<file path="src/timer_pkg.sv">
// Purpose: Constants and types for the 16-bit compare/PWM timer.
// Assumes: AXI4-Lite register access, one word per register.
// Notes:   Offsets are byte addresses.
package timer_pkg;

	// ==========================================================
	// Register map
	localparam logic [7:0] off_counter_low  = 8'h00;
	localparam logic [7:0] off_counter_high = 8'h04;
	localparam logic [7:0] off_compare_a_lo = 8'h08;
	localparam logic [7:0] off_compare_a_hi = 8'h0c;
	localparam logic [7:0] off_compare_p    = 8'h10;
	localparam logic [7:0] off_control      = 8'h14;
	localparam logic [7:0] off_status       = 8'h18;

	// ==========================================================
	// Control word fields
	localparam int ctl_run       = 0;
	localparam int ctl_clear_sel = 1;
	localparam int ctl_swap      = 2;
	localparam int ctl_invert    = 3;
	localparam int ctl_init_lvl  = 4;
	localparam int ctl_act_lo    = 5;
	localparam int ctl_act_hi    = 6;
	localparam int ctl_mode_lo   = 7;
	localparam int ctl_mode_hi   = 8;
	localparam int ctl_width     = 9;
	localparam logic [8:0] ctl_reset = 9'h000;

	// Status fields
	localparam int st_flag_a = 0;
	localparam int st_flag_p = 1;

	// ==========================================================
	// Modes and output actions
	typedef enum logic [1:0] {
		mode_compare = 2'b00,
		mode_capture = 2'b01,
		mode_pwm     = 2'b10,
		mode_timer   = 2'b11
	} mode_type;

	localparam logic [1:0] act_none   = 2'b00;
	localparam logic [1:0] act_low    = 2'b01;
	localparam logic [1:0] act_high   = 2'b10;
	localparam logic [1:0] act_toggle = 2'b11;
	localparam logic [1:0] act_pwm_on = 2'b10;

	localparam logic [1:0] resp_okay   = 2'b00;
	localparam logic [1:0] resp_slverr = 2'b10;

	localparam logic [15:0] count_max = 16'hffff;
	localparam logic [15:0] count_one = 16'h0001;
	localparam logic [7:0]  byte_zero = 8'h00;

endpackage

</file>
<file path="src/timer_core.sv">
// Purpose: 16-bit count-up timer with A/P compare, compare, timer and PWM modes.
// Assumes: tick is a one-cycle timer clock enable from an outside clock selector.
// Notes:   Registers over AXI4-Lite; no interrupt logic.
`timescale 1ns/100ps
`default_nettype none

module timer_core (
	input  wire logic        aclk,
	input  wire logic        aresetn,
	input  wire logic        tick,
	input  wire logic [7:0]  s_axi_awaddr,
	input  wire logic        s_axi_awvalid,
	output var  logic        s_axi_awready,
	input  wire logic [31:0] s_axi_wdata,
	input  wire logic [3:0]  s_axi_wstrb,
	input  wire logic        s_axi_wvalid,
	output var  logic        s_axi_wready,
	output var  logic [1:0]  s_axi_bresp,
	output var  logic        s_axi_bvalid,
	input  wire logic        s_axi_bready,
	input  wire logic [7:0]  s_axi_araddr,
	input  wire logic        s_axi_arvalid,
	output var  logic        s_axi_arready,
	output var  logic [31:0] s_axi_rdata,
	output var  logic [1:0]  s_axi_rresp,
	output var  logic        s_axi_rvalid,
	input  wire logic        s_axi_rready,
	output var  logic        timer_out,
	output var  logic        timer_out_enable,
	output var  logic        match_a_flag,
	output var  logic        match_p_flag
);
	import timer_pkg::*;

	// ==========================================================
	// State
	typedef struct packed {
		logic                 aw_held;
		logic [7:0]           aw_addr;
		logic                 w_held;
		logic [31:0]          w_data;
		logic [3:0]           w_strb;
		logic                 bvalid;
		logic [1:0]           bresp;
		logic                 rvalid;
		logic [31:0]          rdata;
		logic [1:0]           rresp;
		logic [15:0]          counter;
		logic [15:0]          compare_a_value;
		logic [7:0]           compare_p_value;
		logic [ctl_width-1:0] control;
		logic                 run_last;
		logic                 level;
		logic                 flag_a;
		logic                 flag_p;
		logic                 pin;
		logic                 pin_en;
		// Bus readies kept as flops so no port is driven through a gate
		logic                 aw_ready;
		logic                 w_ready;
		logic                 ar_ready;
	} state_type;

	state_type state;
	state_type next_state;

	function automatic logic [7:0] lane(input logic [7:0] old, input logic [31:0] d,
			input logic [3:0] s);
		lane = s[0] ? d[7:0] : old;
	endfunction

	// Last count of the P period; a zero P runs the full 16 bits
	function automatic logic p_end(input logic [15:0] count, input logic [7:0] p);
		if (p == byte_zero) begin
			p_end = count == count_max;
		end else begin
			// Looking one count ahead makes the period exactly P times 256 ticks
			p_end = (count + count_one) == {p, byte_zero};
		end
	endfunction

	// Sticky flag: a set in the same cycle as a software clear wins
	function automatic logic sticky(input logic hit, input logic old, input logic clr);
		sticky = hit | (old & ~clr);
	endfunction

	// ==========================================================
	// Next state
	always_comb begin
		logic       run;
		logic       run_rise;
		mode_type   mode;
		logic [1:0] act;
		logic       match_a;
		logic       match_p;
		logic       live;
		logic       clear;
		logic       set_a;
		logic       set_p;
		logic       clr_a;
		logic       clr_p;
		logic       duty_on;
		logic       wr;
		logic [15:0] period;
		logic [16:0] duty;
		logic       wave;

		next_state = state;
		run      = state.control[ctl_run];
		run_rise = run & ~state.run_last;
		mode     = mode_type'({state.control[ctl_mode_hi], state.control[ctl_mode_lo]});
		act      = {state.control[ctl_act_hi], state.control[ctl_act_lo]};
		clr_a    = 1'b0;
		clr_p    = 1'b0;
		// The tick on which run rises only clears, so a stale count cannot match
		live     = tick && run && !run_rise;
		match_a  = 1'b0;
		match_p  = 1'b0;
		clear    = 1'b0;
		set_a    = 1'b0;
		set_p    = 1'b0;
		duty_on  = 1'b0;
		wr       = 1'b0;
		period   = '0;
		duty     = '0;
		wave     = 1'b0;
		next_state.run_last = run;

		// AXI write channel: address and data in either order
		if (s_axi_awvalid && state.aw_ready) begin
			next_state.aw_held = 1'b1;
			next_state.aw_addr = s_axi_awaddr;
		end
		if (s_axi_wvalid && state.w_ready) begin
			next_state.w_held = 1'b1;
			next_state.w_data = s_axi_wdata;
			next_state.w_strb = s_axi_wstrb;
		end
		if (state.bvalid && s_axi_bready) begin
			next_state.bvalid = 1'b0;
		end
		wr = state.aw_held && state.w_held && !state.bvalid;
		if (wr) begin
			next_state.aw_held = 1'b0;
			next_state.w_held  = 1'b0;
			next_state.bvalid  = 1'b1;
			next_state.bresp   = resp_okay;
			if (state.aw_addr == off_compare_a_lo) begin
				next_state.compare_a_value[7:0] = lane(state.compare_a_value[7:0],
					state.w_data, state.w_strb);
			end else if (state.aw_addr == off_compare_a_hi) begin
				next_state.compare_a_value[15:8] = lane(state.compare_a_value[15:8],
					state.w_data, state.w_strb);
			end else if (state.aw_addr == off_compare_p) begin
				next_state.compare_p_value = lane(state.compare_p_value,
					state.w_data, state.w_strb);
			end else if (state.aw_addr == off_control) begin
				if (state.w_strb[0]) begin
					next_state.control[7:0] = state.w_data[7:0];
				end
				if (state.w_strb[1]) begin
					next_state.control[ctl_mode_hi] = state.w_data[ctl_mode_hi];
				end
			end else if (state.aw_addr == off_status) begin
				// Write one to clear
				clr_a = state.w_strb[0] & state.w_data[st_flag_a];
				clr_p = state.w_strb[0] & state.w_data[st_flag_p];
			end else if (state.aw_addr == off_counter_low ||
					state.aw_addr == off_counter_high) begin
				next_state.bresp = resp_okay;
			end else begin
				next_state.bresp = resp_slverr;
			end
		end

		// AXI read channel
		if (state.rvalid && s_axi_rready) begin
			next_state.rvalid = 1'b0;
		end
		if (s_axi_arvalid && state.ar_ready) begin
			next_state.rvalid = 1'b1;
			next_state.rresp  = resp_okay;
			next_state.rdata  = '0;
			if (s_axi_araddr == off_counter_low) begin
				next_state.rdata[7:0] = state.counter[7:0];
			end else if (s_axi_araddr == off_counter_high) begin
				next_state.rdata[7:0] = state.counter[15:8];
			end else if (s_axi_araddr == off_compare_a_lo) begin
				next_state.rdata[7:0] = state.compare_a_value[7:0];
			end else if (s_axi_araddr == off_compare_a_hi) begin
				next_state.rdata[7:0] = state.compare_a_value[15:8];
			end else if (s_axi_araddr == off_compare_p) begin
				next_state.rdata[7:0] = state.compare_p_value;
			end else if (s_axi_araddr == off_control) begin
				next_state.rdata[ctl_width-1:0] = state.control;
			end else if (s_axi_araddr == off_status) begin
				next_state.rdata[st_flag_a] = state.flag_a;
				next_state.rdata[st_flag_p] = state.flag_p;
			end else begin
				next_state.rresp = resp_slverr;
			end
		end

		// ======================================================
		// Comparators, evaluated on a timer tick
		match_a  = live && state.counter == state.compare_a_value;
		match_p  = live && p_end(state.counter, state.compare_p_value);
		if (mode == mode_pwm) begin
			// Clear-select ignored here
			set_a = match_a;
			set_p = match_p;
			if (state.control[ctl_swap]) begin
				clear = match_a;
			end else begin
				clear = set_p;
			end
		end else if (mode == mode_compare || mode == mode_timer) begin
			if (state.control[ctl_clear_sel]) begin
				set_a = match_a;
				clear = match_a;
			end else begin
				set_a = match_a;
				set_p = match_p;
				clear = set_p;
			end
		end

		// Counter
		if (run_rise) begin
			next_state.counter = '0;
		end else if (tick && run) begin
			if (clear) begin
				next_state.counter = '0;
			end else begin
				next_state.counter = state.counter + count_one;
			end
		end

		// Sticky flags: a set wins over a clear in the same cycle
		next_state.flag_a = sticky(set_a, state.flag_a, clr_a);
		next_state.flag_p = sticky(set_p, state.flag_p, clr_p);

		// ======================================================
		// Output pin
		if (run_rise) begin
			next_state.level = state.control[ctl_init_lvl];
		end else if (set_a && mode == mode_compare) begin
			case (act)
				act_low:    next_state.level = 1'b0;
				act_high:   next_state.level = 1'b1;
				act_toggle: next_state.level = ~state.level;
				default:    next_state.level = state.level;
			endcase
		end

		// Duty compare: one past the end of the period reads as full on
		if (state.control[ctl_swap]) begin
			period = state.compare_a_value;
			duty   = (state.compare_p_value == byte_zero) ? 17'h10000 :
				{1'b0, state.compare_p_value, byte_zero};
		end else begin
			period = (state.compare_p_value == byte_zero) ? count_max :
				{state.compare_p_value, byte_zero} - count_one;
			duty   = {1'b0, state.compare_a_value};
		end
		duty_on = ({1'b0, state.counter} < duty) || (duty > {1'b0, period});
		wave = run & duty_on;
		if (!state.control[ctl_init_lvl]) begin
			wave = ~wave;
		end

		next_state.pin_en = 1'b1;
		if (mode == mode_pwm) begin
			case (act)
				act_pwm_on: next_state.pin = wave;
				act_toggle: next_state.pin = wave;
				// Forced levels: 01 high, 00 low; counting goes on
				act_low:    next_state.pin = 1'b1;
				default:    next_state.pin = 1'b0;
			endcase
			next_state.pin = next_state.pin ^ state.control[ctl_invert];
		end else if (mode == mode_compare) begin
			next_state.pin = state.level ^ state.control[ctl_invert];
		end else begin
			next_state.pin    = 1'b0;
			next_state.pin_en = 1'b0;
		end

		// Readies are registered from the next hold bits and rvalid, so they change on the same edge
		next_state.aw_ready = ~next_state.aw_held;
		next_state.w_ready  = ~next_state.w_held;
		next_state.ar_ready = ~next_state.rvalid;
	end

	// ==========================================================
	// Registers
	always_ff @(posedge aclk) begin
		if (!aresetn) begin
			state         <= '0;
			state.control <= ctl_reset;
			state.aw_ready <= 1'b1;
			state.w_ready  <= 1'b1;
			state.ar_ready <= 1'b1;
		end else begin
			state <= next_state;
		end
	end

	assign s_axi_awready    = state.aw_ready;
	assign s_axi_wready     = state.w_ready;
	assign s_axi_bvalid     = state.bvalid;
	assign s_axi_bresp      = state.bresp;
	assign s_axi_arready    = state.ar_ready;
	assign s_axi_rvalid     = state.rvalid;
	assign s_axi_rdata      = state.rdata;
	assign s_axi_rresp      = state.rresp;
	assign timer_out        = state.pin;
	assign timer_out_enable = state.pin_en;
	assign match_a_flag     = state.flag_a;
	assign match_p_flag     = state.flag_p;

endmodule // timer_core

`default_nettype wire

</file>
<file path="config.mk">
export PLATFORM = sky130hd
export DESIGN_NAME = timer_core
export DESIGN_NICKNAME = d
export VERILOG_FILES = /design/src/timer_pkg.sv /design/src/timer_core.sv
export SDC_FILE = /design/constraint.sdc
export NUM_CORES = 1
export LEC_CHECK = 0
export ABC_AREA = 1
export BUFFER_PORTS_ARGS = -buffer_cell sky130_fd_sc_hd__buf_2
export CORE_MARGIN = 2
export CORE_UTILIZATION = 59
export CTS_BUF_LIST = sky130_fd_sc_hd__clkbuf_4
export CTS_CLUSTER_SIZE = 20
export DETAILED_ROUTE_END_ITERATION = 10
export GPL_TIMING_DRIVEN = 0
export PLACE_DENSITY_LB_ADDON = 0.3
export SLEW_MARGIN = 20
export SYNTH_ARGS = -nofsm -noshare
export SYNTH_HDL_FRONTEND = slang
export SYNTH_SLANG_ARGS = --single-unit
</file>
<file path="constraint.sdc">
create_clock -name aclk -period 3.51 [get_ports aclk]
set_input_delay 0.702 -clock aclk [delete_from_list [all_inputs] [get_ports aclk]]
set_output_delay 0.702 -clock aclk [all_outputs]
set_load 0.02 [all_outputs]
</file>
======== Word-level counts from Yosys, hierarchy flattened ========
Index checks and enable logic that the tools add are counted.
cells by class
  reductions and logical operators ........ 32
  multiplexer cells ....................... 71
  magnitude comparators ................... 2
  equality and inequality tests ........... 20
  bitwise operators ....................... 22
  add/subtract/negate cells ............... 2
operators by type and width
  cell                   number
  $eq 8x5->1 const B     6
  $mux 16                3
  $mux 8                 5
  $mux 1                 39
  $mux 37                1
  $mux 35                1
  $mux 17                2
  $eq 16x16->1           2
  $eq 8x4->1 const B     4
  $mux 2                 15
  $logic_not 8->1        3
  $gt 17x16->1           1
  $lt 16x17->1           1
  $add 16x1->16 const B  1
  $eq 16x16->1 const B   1
  $eq 8x3->1 const B     2
  $sub 16x1->16 const B  1
  $logic_and 1x1->1      12
  $not 1->1              12
  $reduce_and 6->1       2
  $mux 9                 1
  $eq 2x2->1 const B     4
  $mux 7                 1
  $and 1x1->1            6
  16 further kinds       23
storage, ports and cells
  bits of input ports ..................... 60
  output and inout port bits .............. 45
  register bits after elaboration ......... 119
  word-level logic and storage cells ...... 174

======== Logic depth before layout (Yosys ltp) ========
Gate-level depths: netlist of run 1.
  word-level depth ........................ 12
  mapped depth ............................ 26
  depth with buffers taken out ............ 26

======== Worst setup path after synthesis of run 1 ========
No wires, ideal clock.
  kind .................................... register -> register
  start ................................... reg state[11] (netlist bit)
  end ..................................... reg state, in the netlist timer_out
  setup slack ............................. 0.830 ns
  cell stages (with the launch flop) ...... 23
  buffers on the path ..................... 2
  required time ........................... 3.440 ns
  library setup time ...................... 0.070 ns
  clock period less this slack ............ 2.680 ns
  arrival time ............................ 2.610 ns
  cell sequence ........................... dfxtp_1 -> clkbuf_1 -> clkbuf_1 -> nand2_1 -> o21ai_0 -> inv_1 -> ha_1 -> nand2_1 -> nor2_1 -> nand3_1 -> nand2_1 -> nor2_1 -> nor2_1 -> nor2_1 -> nand2_1 -> nand2_1 -> nand2_1 -> nand2_1 -> nand2_1 -> nand3_1 -> nand3_1 -> nand3_1 -> a21oi_1
between the ends
  cells in the longest elaborated chain, start to end .. 10
  elaborated cells between the ends (all ways) .. 12
  classes of those cells .................. 2 x order compare; 6 x mux; 3 x bitwise; 1 x reduce/logical
RTL lines
  element                                              line               source
  start: declaration                                   timer_core.sv:64   state_type state;
  start signal: assignment                             timer_core.sv:305  state <= next_state;
  $mux 17 / $mux 16 (equally long branches)            timer_core.sv:257  if (state.control[ctl_swap]) begin
  $lt 16x17->1 / $gt 17x16->1 (equally long branches)  timer_core.sv:266  duty_on = ({1'b0, state.counter} < duty) || (duty > {1'b0, period});
  $logic_or 1x1->1 *                                   timer_core.sv:266
  $and 1x1->1 *                                        timer_core.sv:267  wave = run & duty_on;
  $not 1->1                                            timer_core.sv:269  wave = ~wave;
  $mux 1 *                                             timer_core.sv:268  if (!state.control[ctl_init_lvl]) begin
  $pmux 1 s2 *                                         timer_core.sv:274  case (act)
  $mux 1 *                                             timer_core.sv:273  if (mode == mode_pwm) begin
  $xor 1x1->1 *                                        timer_core.sv:281  next_state.pin = next_state.pin ^ state.control[ctl_invert];
  $mux 1 *                                             timer_core.sv:273
Every way passes the cells marked *; elsewhere a longest branch is shown, timed or not. The select of a mux whose other input is x is not followed.
A chain may end at the register's enable or synchronous reset.

======== Final worst setup path of run 1 ========
Same ends and word-level chain as after synthesis.

==> flow_metrics.tcl, run 1 <==
set metrics [dict create \
    stdcell_area_um2 7063 \
    ys_warn_count 0 \
    setup_viol 0 \
    cts_buffers 9 \
    layout_setup_ws_ps 314.8 \
    clk-insertion-delay-late_ps 490 \
    placementRows 37 \
    drc 0 \
    status "completed" \
    die_area_um2 11570 \
    area_growth_pct 11.65 \
    p_leak_nw 3.232 \
    endpoint_kind "register" \
    num_vias 6341 \
    die_x_um 107.5 \
    critical_path_arrival_ps 3610 \
    synthFlopType "dfxtp_1" \
    io_buffers 54 \
    grt_usage_pct 31.48 \
    synth_top_family_by_area "simple AND/OR/NAND/NOR gates" \
    worstPathRequired_ps 3920 \
    hpwlAfterDp_um 14110 \
    seq_power_share_pct 52.9 \
    drv_cap 0 \
    start_util_pct 61.00 \
    power_switching_w 0.0005654 \
    slowest_stage "dfxtp_2" \
    drt_wl_total_um 18060 \
    final_common_cell "nand2_1" \
    max_stage_delay_ps 570 \
    worst_clock_skew_ps 23.98 \
    ys_ff_latch 92 \
    cp_max_fo 11 \
    fillCellCount 952 \
    antenna_left 0 \
    yosysTopAreaCell "dfxtp_1" \
    async_flop_share_pct 0 \
    synth_edf_count 0 \
    synth_area_leaders "dfxtp_1, nand2_1, ha_1" \
    p_clk_share_pct 36.5 \
    path_buf_inv 3 \
    crit_family "simple AND/OR/NAND/NOR gates" \
    power_frac_comb_pct 10.6 \
    multi_input_area_um2 3656 \
    vdd_drop_max_uv 321.2 \
    synth.area.mux_share_pct 0 \
    place_congestion 0.9635 \
    finalMaxSlewViolations 0 \
    routedWlPerCell_um 15.58 \
    crit_top_cell "nand2_1" \
    fin_nets 1122 \
    synthSimpleGateAreaFrac_pct 25.55 \
    grt_pass1_vias 5590 \
    cts.htree.levels 3 \
    cp_cell_sequence "clkbuf_2, clkbuf_2, nand2_1, o21ai_2, inv_1, ha_1, nand2_1, nor2_2, nand3_1, nand2_1, nor2_1, nor2_1, nor2_1, nand2_1, nand2_1, nand2_2, nand2_1, nand2_1, nand3_1, nand3_1, nand3_1, a21oi_1" \
    grt_max_degree 18 \
    clock-sinks 92 \
    cts-hold-fix-buffers 0 \
    slew_headroom_pct 59.81 \
    netlist_instances 929 \
    tritoncts "built" \
    finalCritPeriodShare_pct 91.03 \
    drtIter0Drc 668 \
    grt_pass1_wl_um 27920 \
    core_um2 10370 \
    synth_fa_ha_area_share_pct 8.703 \
    grt_antenna_before_repair 0 \
    clockBufferDepth 2 \
    grt_setup_unrepaired "no" \
    ys_types 47 \
    final_cell_mix "nand2_1, inv_1, nor2_1" \
    netlist_area_um2 6326 \
    instances_no_fill 1159 \
    grt_overflow 0 \
    netlist.area_leader.share_pct 29.11 \
    seq_area_frac_synth_pct 29.11 \
    switching_share_pct 27.05 \
    cts.clk_slew.worst_paths_ps 160 \
    n_antenna_cell 0 \
    root_buffer "clkbuf_4" \
    drt-pass1-iter-count 6 \
    worstSetupPathType "reg2reg" \
    placed_cell_area_um2 6857 \
    whs_ps 434.4 \
    worst_pin_slew_ps 602.8 \
    post_cts_buffers 0 \
    fp.dieH_um 107.5 \
    drive_gt1_share_pct 15.74 \
    critPathLaunchType "register" \
    post-place-cells 1143 \
    fin_crit_ps 3195 \
    avgSynthCellArea_um2 6.810 \
    max_freq_mhz 313.0 \
    seq_area_um2 1843 \
    tns_ps 0 \
    final_hold_viol_count 0 \
    synth_compound_area_share_pct 18.26 \
    place_ws_ps -202.0 \
    hp-class "in2reg" \
    powerDensity_nw_per_um2 296.0 \
    vias_per_cell 5.471 \
    cts_resized 3 \
    internal_power_w 0.001525 \
    ios 105 \
    synth_xor_xnor_area_share_pct 3.619 \
]
## cell type report
cell class / instances / area share, %
clock inverter: 7 / 1.701
timing repair buffer: 54 / 3.826
multi-input combinational: 664 / 51.76
clock buffer: 9 / 0.9566
sequential: 92 / 26.09
tap: 136 / 2.409
buffer: 62 / 6.041
inverter: 135 / 7.210
## metal layers
layer	vias to the layer above	track usage (%)	share of wire (%)
met5	-	0	0
met2	294	51.93	47
li1	3156	-	-
met3	46	5.872	9.0
met4	0	11.36	2.9
met1	2845	41.03	41
## through the flow
| stage | power, W | util, % |
|---|---|---|
| 5_1_grt | 0.002163 | 68.11 |
| 2_1_floorplan | 0.001277 | - |
| 4_1_cts | 0.002088 | 67.95 |
| 3_3_place_gp | 0.001342 | 66.12 |
| 3_5_place_dp | 0.001346 | 66.12 |
| 6_report | 0.002090 | 68.11 |
## worst reg2reg max path, stage by stage (launching register included)
cell	delay (ps)
dfxtp_2	570
clkbuf_2	290
clkbuf_2	250
nand2_1	100
o21ai_2	100
inv_1	70
ha_1	320
nand2_1	100
nor2_2	190
nand3_1	100
nand2_1	100
nor2_1	60
nor2_1	110
nor2_1	50
nand2_1	50
nand2_1	60
nand2_2	120
nand2_1	90
nand2_1	70
nand3_1	60
nand3_1	70
nand3_1	80
a21oi_1	150
## registers in the layout, summed over array words and instances, names as in the netlist
| name | count |
|---|---|
| state | 71 |
| s_axi_rdata | 9 |
| match_a_flag | 1 |
| match_p_flag | 1 |
| next_state | 1 |
| s_axi_arready | 1 |
| s_axi_awready | 1 |
| s_axi_bresp | 1 |
| s_axi_bvalid | 1 |
| s_axi_rresp | 1 |
| s_axi_rvalid | 1 |
| s_axi_wready | 1 |
| timer_out | 1 |
| timer_out_enable | 1 |
## synthesized netlist by cell type, types with 4 or more instances
library cell	number
a211oi_1	9
a21oi_1	73
a21oi_2	10
buf_4	38
clkbuf_1	16
dfxtp_1	92
ha_1	44
inv_1	132
nand2_1	166
nand2_2	14
nand3_1	43
nand4_1	11
nor2_1	112
nor2_4	5
nor3_1	12
o2111ai_1	5
o211ai_1	7
o21ai_0	69
o221ai_1	4
o22ai_1	12
xnor2_1	4
xor2_1	17
## cells by family after synthesis
group	after synthesis
adder cells (fa/ha/maj)	44
AND/OR/NAND/NOR	372
other	1
AO/OA/AOI/OAI	200
buffers and inverters	197
XOR/XNOR	23
flip-flops	92
## power groups by stage
stage	combinational, W	clock, W	sequential, W
final	0.000222	0.000762	0.00111
after global routing	0.000244	0.000809	0.00111
after CTS	0.000220	0.000763	0.00110
after detailed placement	0.000218	0	0.00113
after global placement	0.000215	0	0.00113
after floorplan	0.000154	0	0.00112
## worst paths after layout
path                  startpoint              to  slack (ps)  cells past startpoint
setup / recovery       state[11]       timer_out         310                     22
hold reg to reg   s_axi_rdata[4]  s_axi_rdata[4]         480                      2
setup reg to reg       state[11]       timer_out         310                     22
hold / removal      s_axi_bready    s_axi_bvalid         430                      4
No activity file was read; power rests on OpenSTA's default activity.
==> run 2, diff against run 1 <==
Settings changed: CORE_MARGIN 2 to 3, CORE_UTILIZATION 59 to 58, CTS_BUF_LIST sky130_fd_sc_hd__clkbuf_4 to not set.
==> run 2 against run 1 <==
  * Cell count unchanged
  * Critical path depth increased by 4
  * Worst hold slack improved by 38 ps
  * Non-clock buffer count unchanged
  * Design area about the same
==> flow_metrics.tcl, run 2 (synthesis gave the netlist of run 1 again) <==
set metrics [dict create \
    status "completed" \
    area_growth_pct 11.71 \
    tns_ps 0 \
    grt_usage_pct 28.75 \
    drc 0 \
    finalMaxSlewViolations 0 \
    hpwlAfterDp_um 13820 \
    grt_overflow 0 \
    fin_nets 1122 \
    start_util_pct 60.46 \
    drive_gt1_share_pct 15.84 \
    clockBufferDepth 2 \
    grt_pass1_wl_um 28870 \
    cts.htree.levels 3 \
    final_hold_viol_count 0 \
    drtIter0Drc 609 \
    power_w 0.002050 \
    powerDensity_nw_per_um2 290.1 \
    critPathLaunchType "register" \
    tritoncts "built" \
    slew_headroom_pct 64.33 \
    place_congestion 0.9883 \
    core_um2 10460 \
    largest_reg_flops 71 \
    grt_max_degree 19 \
    worstSetupPathType "reg2reg" \
    die_x_um 110.4 \
    n_antenna_cell 0 \
    layout_setup_ws_ps 387.3 \
    cts_buffers 9 \
    worst_clock_skew_ps 12.16 \
    cts.clk_slew.worst_paths_ps 110 \
    num_vias 6359 \
    drv_cap 0 \
    vias_per_cell 5.487 \
    place_ws_ps 33.86 \
    p_leak_nw 3.227 \
    critical_path_arrival_ps 3430 \
    setup_viol 0 \
    worstPathRequired_ps 3820 \
    final_cell_mix "nand2_1, inv_1, nor2_1" \
    vdd_drop_max_uv 290.5 \
    drt-pass1-iter-count 6 \
    clk-insertion-delay-late_ps 380 \
    root_buffer "clkbuf_8" \
    io_buffers 54 \
    worst_pin_slew_ps 535.0 \
    endpoint_kind "register" \
    cts-hold-fix-buffers 0 \
    routedWlPerCell_um 15.24 \
    drt_wl_total_um 17670 \
    ios 105 \
    clock-sinks 92 \
    max_freq_mhz 320.2 \
    grt_antenna_before_repair 0 \
    largest-register "state" \
    antenna_left 0 \
    fin_crit_ps 3123 \
    placementRows 37 \
    die_area_um2 12200 \
    finalCritPeriodShare_pct 88.97 \
    final_common_cell "nand2_1" \
    hp-class "reg2reg" \
    grt_setup_unrepaired "no" \
    fp.dieH_um 110.4 \
    grt_pass1_vias 5851 \
    cp_max_fo 5 \
]
[run 2: changes by cell type in the layout (fill, tap and decap cells not counted), moves of 2 or more]
cell	change
clkinvlp_4	+2
inv_2	+2
clkbuf_8	+9
inv_8	+2
inv_6	-2
bufinv_16	-3
inv_1	-2
clkbuf_4	-9
[run 2: final timing paths]
kind | depth (start not counted) | slack, ps | startpoint | to
worst max-delay path | 26 | 390 | state[19] | timer_out
worst max register to register | 26 | 390 | state[19] | timer_out
worst min-delay path | 2 | 470 | s_axi_rdata[0] | s_axi_rdata[0]
worst min register to register | 2 | 470 | s_axi_rdata[0] | s_axi_rdata[0]
[run 2: per-layer routing]
metal	up-vias	GRT usage [%]	wire length (um)
met5	-	0	0
met4	0	12.64	789
met3	69	4.822	1593
met2	340	46.76	7891
met1	2785	37.45	7391
li1	3165	-	-
[run 2: worst max-delay path: stages, from the launching register on]
cell and delay [ps]:
dfxtp_1 350, inv_2 140, ha_1 160, inv_1 40, nor2_2 120, nand2_2 110, nand2_1 100, nand2_1 50
o21ai_0 140, inv_1 90, ha_1 340, nand2_1 90, nor2_1 170, nand3_1 90, nand2_1 70, nor2_1 40
nor2_1 90, nor2_1 50, nand2_1 50, nand2_1 40, nand2_1 170, nand2_1 100, nand2_1 70, nand3_1 70
nand3_1 80, nand3_1 80, a21oi_1 150
[run 2: power by group]
group          leakage [nW]  total [W]  switching (W)  internal, W
registers             0.750    0.00110      0.0000263      0.00108
clock network        0.0922   0.000726       0.000450     0.000276
logic                  2.39   0.000221       0.000139    0.0000826
total                  3.23    0.00205       0.000616      0.00143
[run 2: timing repair]
item / CTS / global route
setup endpoints to repair: 1 / 1
setup buffers: 0 / 0
resized for setup: 1 / 16
[run 2: through the flow]
step	hold slack [ps]	instance area, um^2	instances	utilization, %
global route	506.2	7067	1159	67.54
floorplan	445.1	6416	953	-
detailed placement	456.2	6857	1143	65.53
CTS	471.2	7053	1159	67.41
finish	472.9	7067	1159	67.54
global placement	455.1	6857	1143	65.53
[run 2: layout make-up]
type	instances	area (um^2)
buffer	62	426.7
clock buffer	9	123.9
clock inverter	7	71.32
fill	969	3396
inverter	135	509.2
multi-input combinational	664	3650
sequential	92	1846
tap	136	170.2
timing repair buffer	54	270.3
==> run 3, diff against run 2 <==
--- a/config.mk
+++ b/config.mk
@@ -9,5 +9,5 @@
 export BUFFER_PORTS_ARGS = -buffer_cell sky130_fd_sc_hd__buf_2
 export CORE_MARGIN = 3
-export CORE_UTILIZATION = 58
+export CORE_UTILIZATION = 30
 export CTS_CLUSTER_SIZE = 20
 export DETAILED_ROUTE_END_ITERATION = 10
==> constraint.sdc (replaced) <==
create_clock -name aclk -period 3.51 [get_ports aclk]
set_input_delay 0.5265 -clock aclk [delete_from_list [all_inputs] [get_ports aclk]]
set_output_delay 0.5265 -clock aclk [all_outputs]
set_load 0.02 [all_outputs]
==> run 3 against run 2 <==
  * Count of clock-buffer cells in the layout did not move
  * Design area rose by 3.9%
  * Combinational power barely moved
  * First-iteration DRC count fell by 27%
  * Power rose by 12%
  * Worst hold slack got worse by 55 ps
  * Critical endpoint unchanged
  * Core utilization fell by 32 points
  * Sequential cell count did not move
  * Sequential power barely moved
==> flow_metrics.tcl, run 3 (synthesis gave the netlist of run 1 again) <==
set metrics [dict create \
    core_um2 20490 \
    utilization_pct 35.83 \
    drt-pass1-iter-count 5 \
    r2r_start "state[21]" \
    seq_area_um2 1843 \
    cts_buffers 9 \
    grt_setup_unrepaired "no" \
    io_buffers 54 \
    grt_usage_pct 18.01 \
    cp_max_fo 6 \
    worstHoldPathCells 4 \
    cts-hold-fix-buffers 0 \
    fp.dieH_um 151.2 \
    die_area_um2 22870 \
    grt_pass1_wl_um 31720 \
    fin_nets 1125 \
    start_util_pct 30.87 \
    setup_viol 0 \
    r2r.worst_path.cells 25 \
    tritoncts "built" \
    clk-insertion-delay-late_ps 350 \
    drc 0 \
    drt_wl_total_um 20160 \
    hp-class "in2reg" \
    crit_path_start "state[21]" \
    use_met1_pct 25.30 \
    critical_path_arrival_ps 3500 \
    n_antenna_cell 0 \
    use_met2_pct 28.41 \
    finalMaxSlewViolations 0 \
    num_vias 6200 \
    worstSetupPathType "reg2reg" \
    final_common_cell "nand2_1" \
    whs_ps 417.8 \
    endpoint_kind "register" \
    powerDensity_nw_per_um2 312.1 \
    grt-busiest-layer "met2" \
    worst_clock_skew_ps 7.197 \
    grt_pass1_vias 5752 \
    clock-sinks 92 \
    drive_gt1_share_pct 16.08 \
    largest_reg_flops 71 \
    grt_overflow 0 \
    r2r_slack_ps 280 \
    critPathLaunchType "register" \
    worstPathRequired_ps 3790 \
    p_leak_nw 3.285 \
    finalCritPeriodShare_pct 91.90 \
    drtIter0Drc 443 \
    clockBufferDepth 2 \
    fillCellCount 2257 \
    final_cell_mix "nand2_1, inv_1, nor2_1" \
    multi_input_area_um2 3650 \
    grt_antenna_before_repair 0 \
    min_from "s_axi_bready" \
    vias_per_cell 4.784 \
    max_freq_mhz 310.0 \
    fin_crit_ps 3226 \
    antenna_left 0 \
    met3_usage_pct 3.112 \
    place_congestion 0.9382 \
    largest-register "state" \
    cts.clk_slew.worst_paths_ps 70 \
    area_growth_pct 16.08 \
    drv_cap 0 \
    cts.htree.levels 3 \
    slew_headroom_pct 60.12 \
    worst_pin_slew_ps 598.2 \
    placementRows 52 \
    hpwlAfterDp_um 15920 \
    grt_max_degree 18 \
    vdd_drop_max_uv 239.5 \
    routedWlPerCell_um 15.55 \
    root_buffer "clkbuf_16" \
    ios 105 \
    die_x_um 151.2 \
    status "completed" \
    final_hold_viol_count 0 \
]
run 3: changes by cell type in the layout (fill, tap and decap cells not counted), sizes merged:
| cell | before | now |
|---|---|---|
| clkinvlp | 2 | 1 |
| buf | 97 | 100 |
| inv | 135 | 136 |
run 3: critical path: stages, from the launching register on:
cell and delay [ps]:
dfxtp_1 390, inv_2 190, nand2_1 70, nor2_1 180
nand2_1 200, nand2_1 120, nand2_1 50, o21ai_0 170
inv_1 90, ha_1 330, nand2_1 70, nor2_1 180
nand3_1 100, nand2_1 70, nor2_1 50, nor2_1 100
nor2_1 50, nand2_1 50, nand2_1 50, nand2_2 140
nand2_1 90, nand2_1 70, nand3_1 60, nand3_1 70
nand3_1 80, a21oi_1 130
run 3: metal layers:
metal	up-vias	wire length, um
li1	3165	-
met2	199	9096
met3	31	1195
met4	0	442
met5	-	0
met1	2805	9425
run 3: final cells by class:
type                            count  share of cell area [%]
Buffer                             62                   5.793
Clock buffer                        9                   3.067
Multi-Input combinational cell    664                   49.70
Clock inverter                      7                  0.8008
Timing Repair Buffer               57                   3.987
Inverter                          135                   6.952
Tap cell                          270                   4.600
Sequential cell                    92                   25.10
run 3: worst paths after layout:
kind | end
max reg2reg | timer_out
min reg2reg | s_axi_rresp[1]
max | timer_out
min | s_axi_bvalid
run 3: metrics by stage:
| stage | power, W | std cells | setup WS (ps) | instance area [um^2] | TNS (ps) |
|---|---|---|---|---|---|
| 3_3_place_gp | 0.001351 | 1277 | -60.38 | 7024 | -60.38 |
| 5_1_grt | 0.002378 | 1296 | 41.96 | 7343 | 0 |
| 4_1_cts | 0.002310 | 1293 | 31.92 | 7310 | 0 |
| 6_report | 0.002292 | 1296 | 284.3 | 7343 | 0 |
| 2_1_floorplan | 0.001277 | 953 | 829.8 | 6416 | 0 |
| 3_5_place_dp | 0.001352 | 1277 | -49.46 | 7024 | -49.46 |
run 3: power by group:
group	switching [W]	internal, W	leakage, nW	total [W]
combinational	0.000139	0.0000827	2.39	0.000222
sequential	0.0000284	0.00108	0.749	0.00110
clock	0.000470	0.000495	0.144	0.000965
total	0.000638	0.00165	3.29	0.00229
run 3: repair_timing:
item,4_1_cts,5_1_grt
pin swaps,0,0
gates resized for setup,1,11
endpoints found under the setup margin,1,1
setup buffers,0,3
cloned,0,0
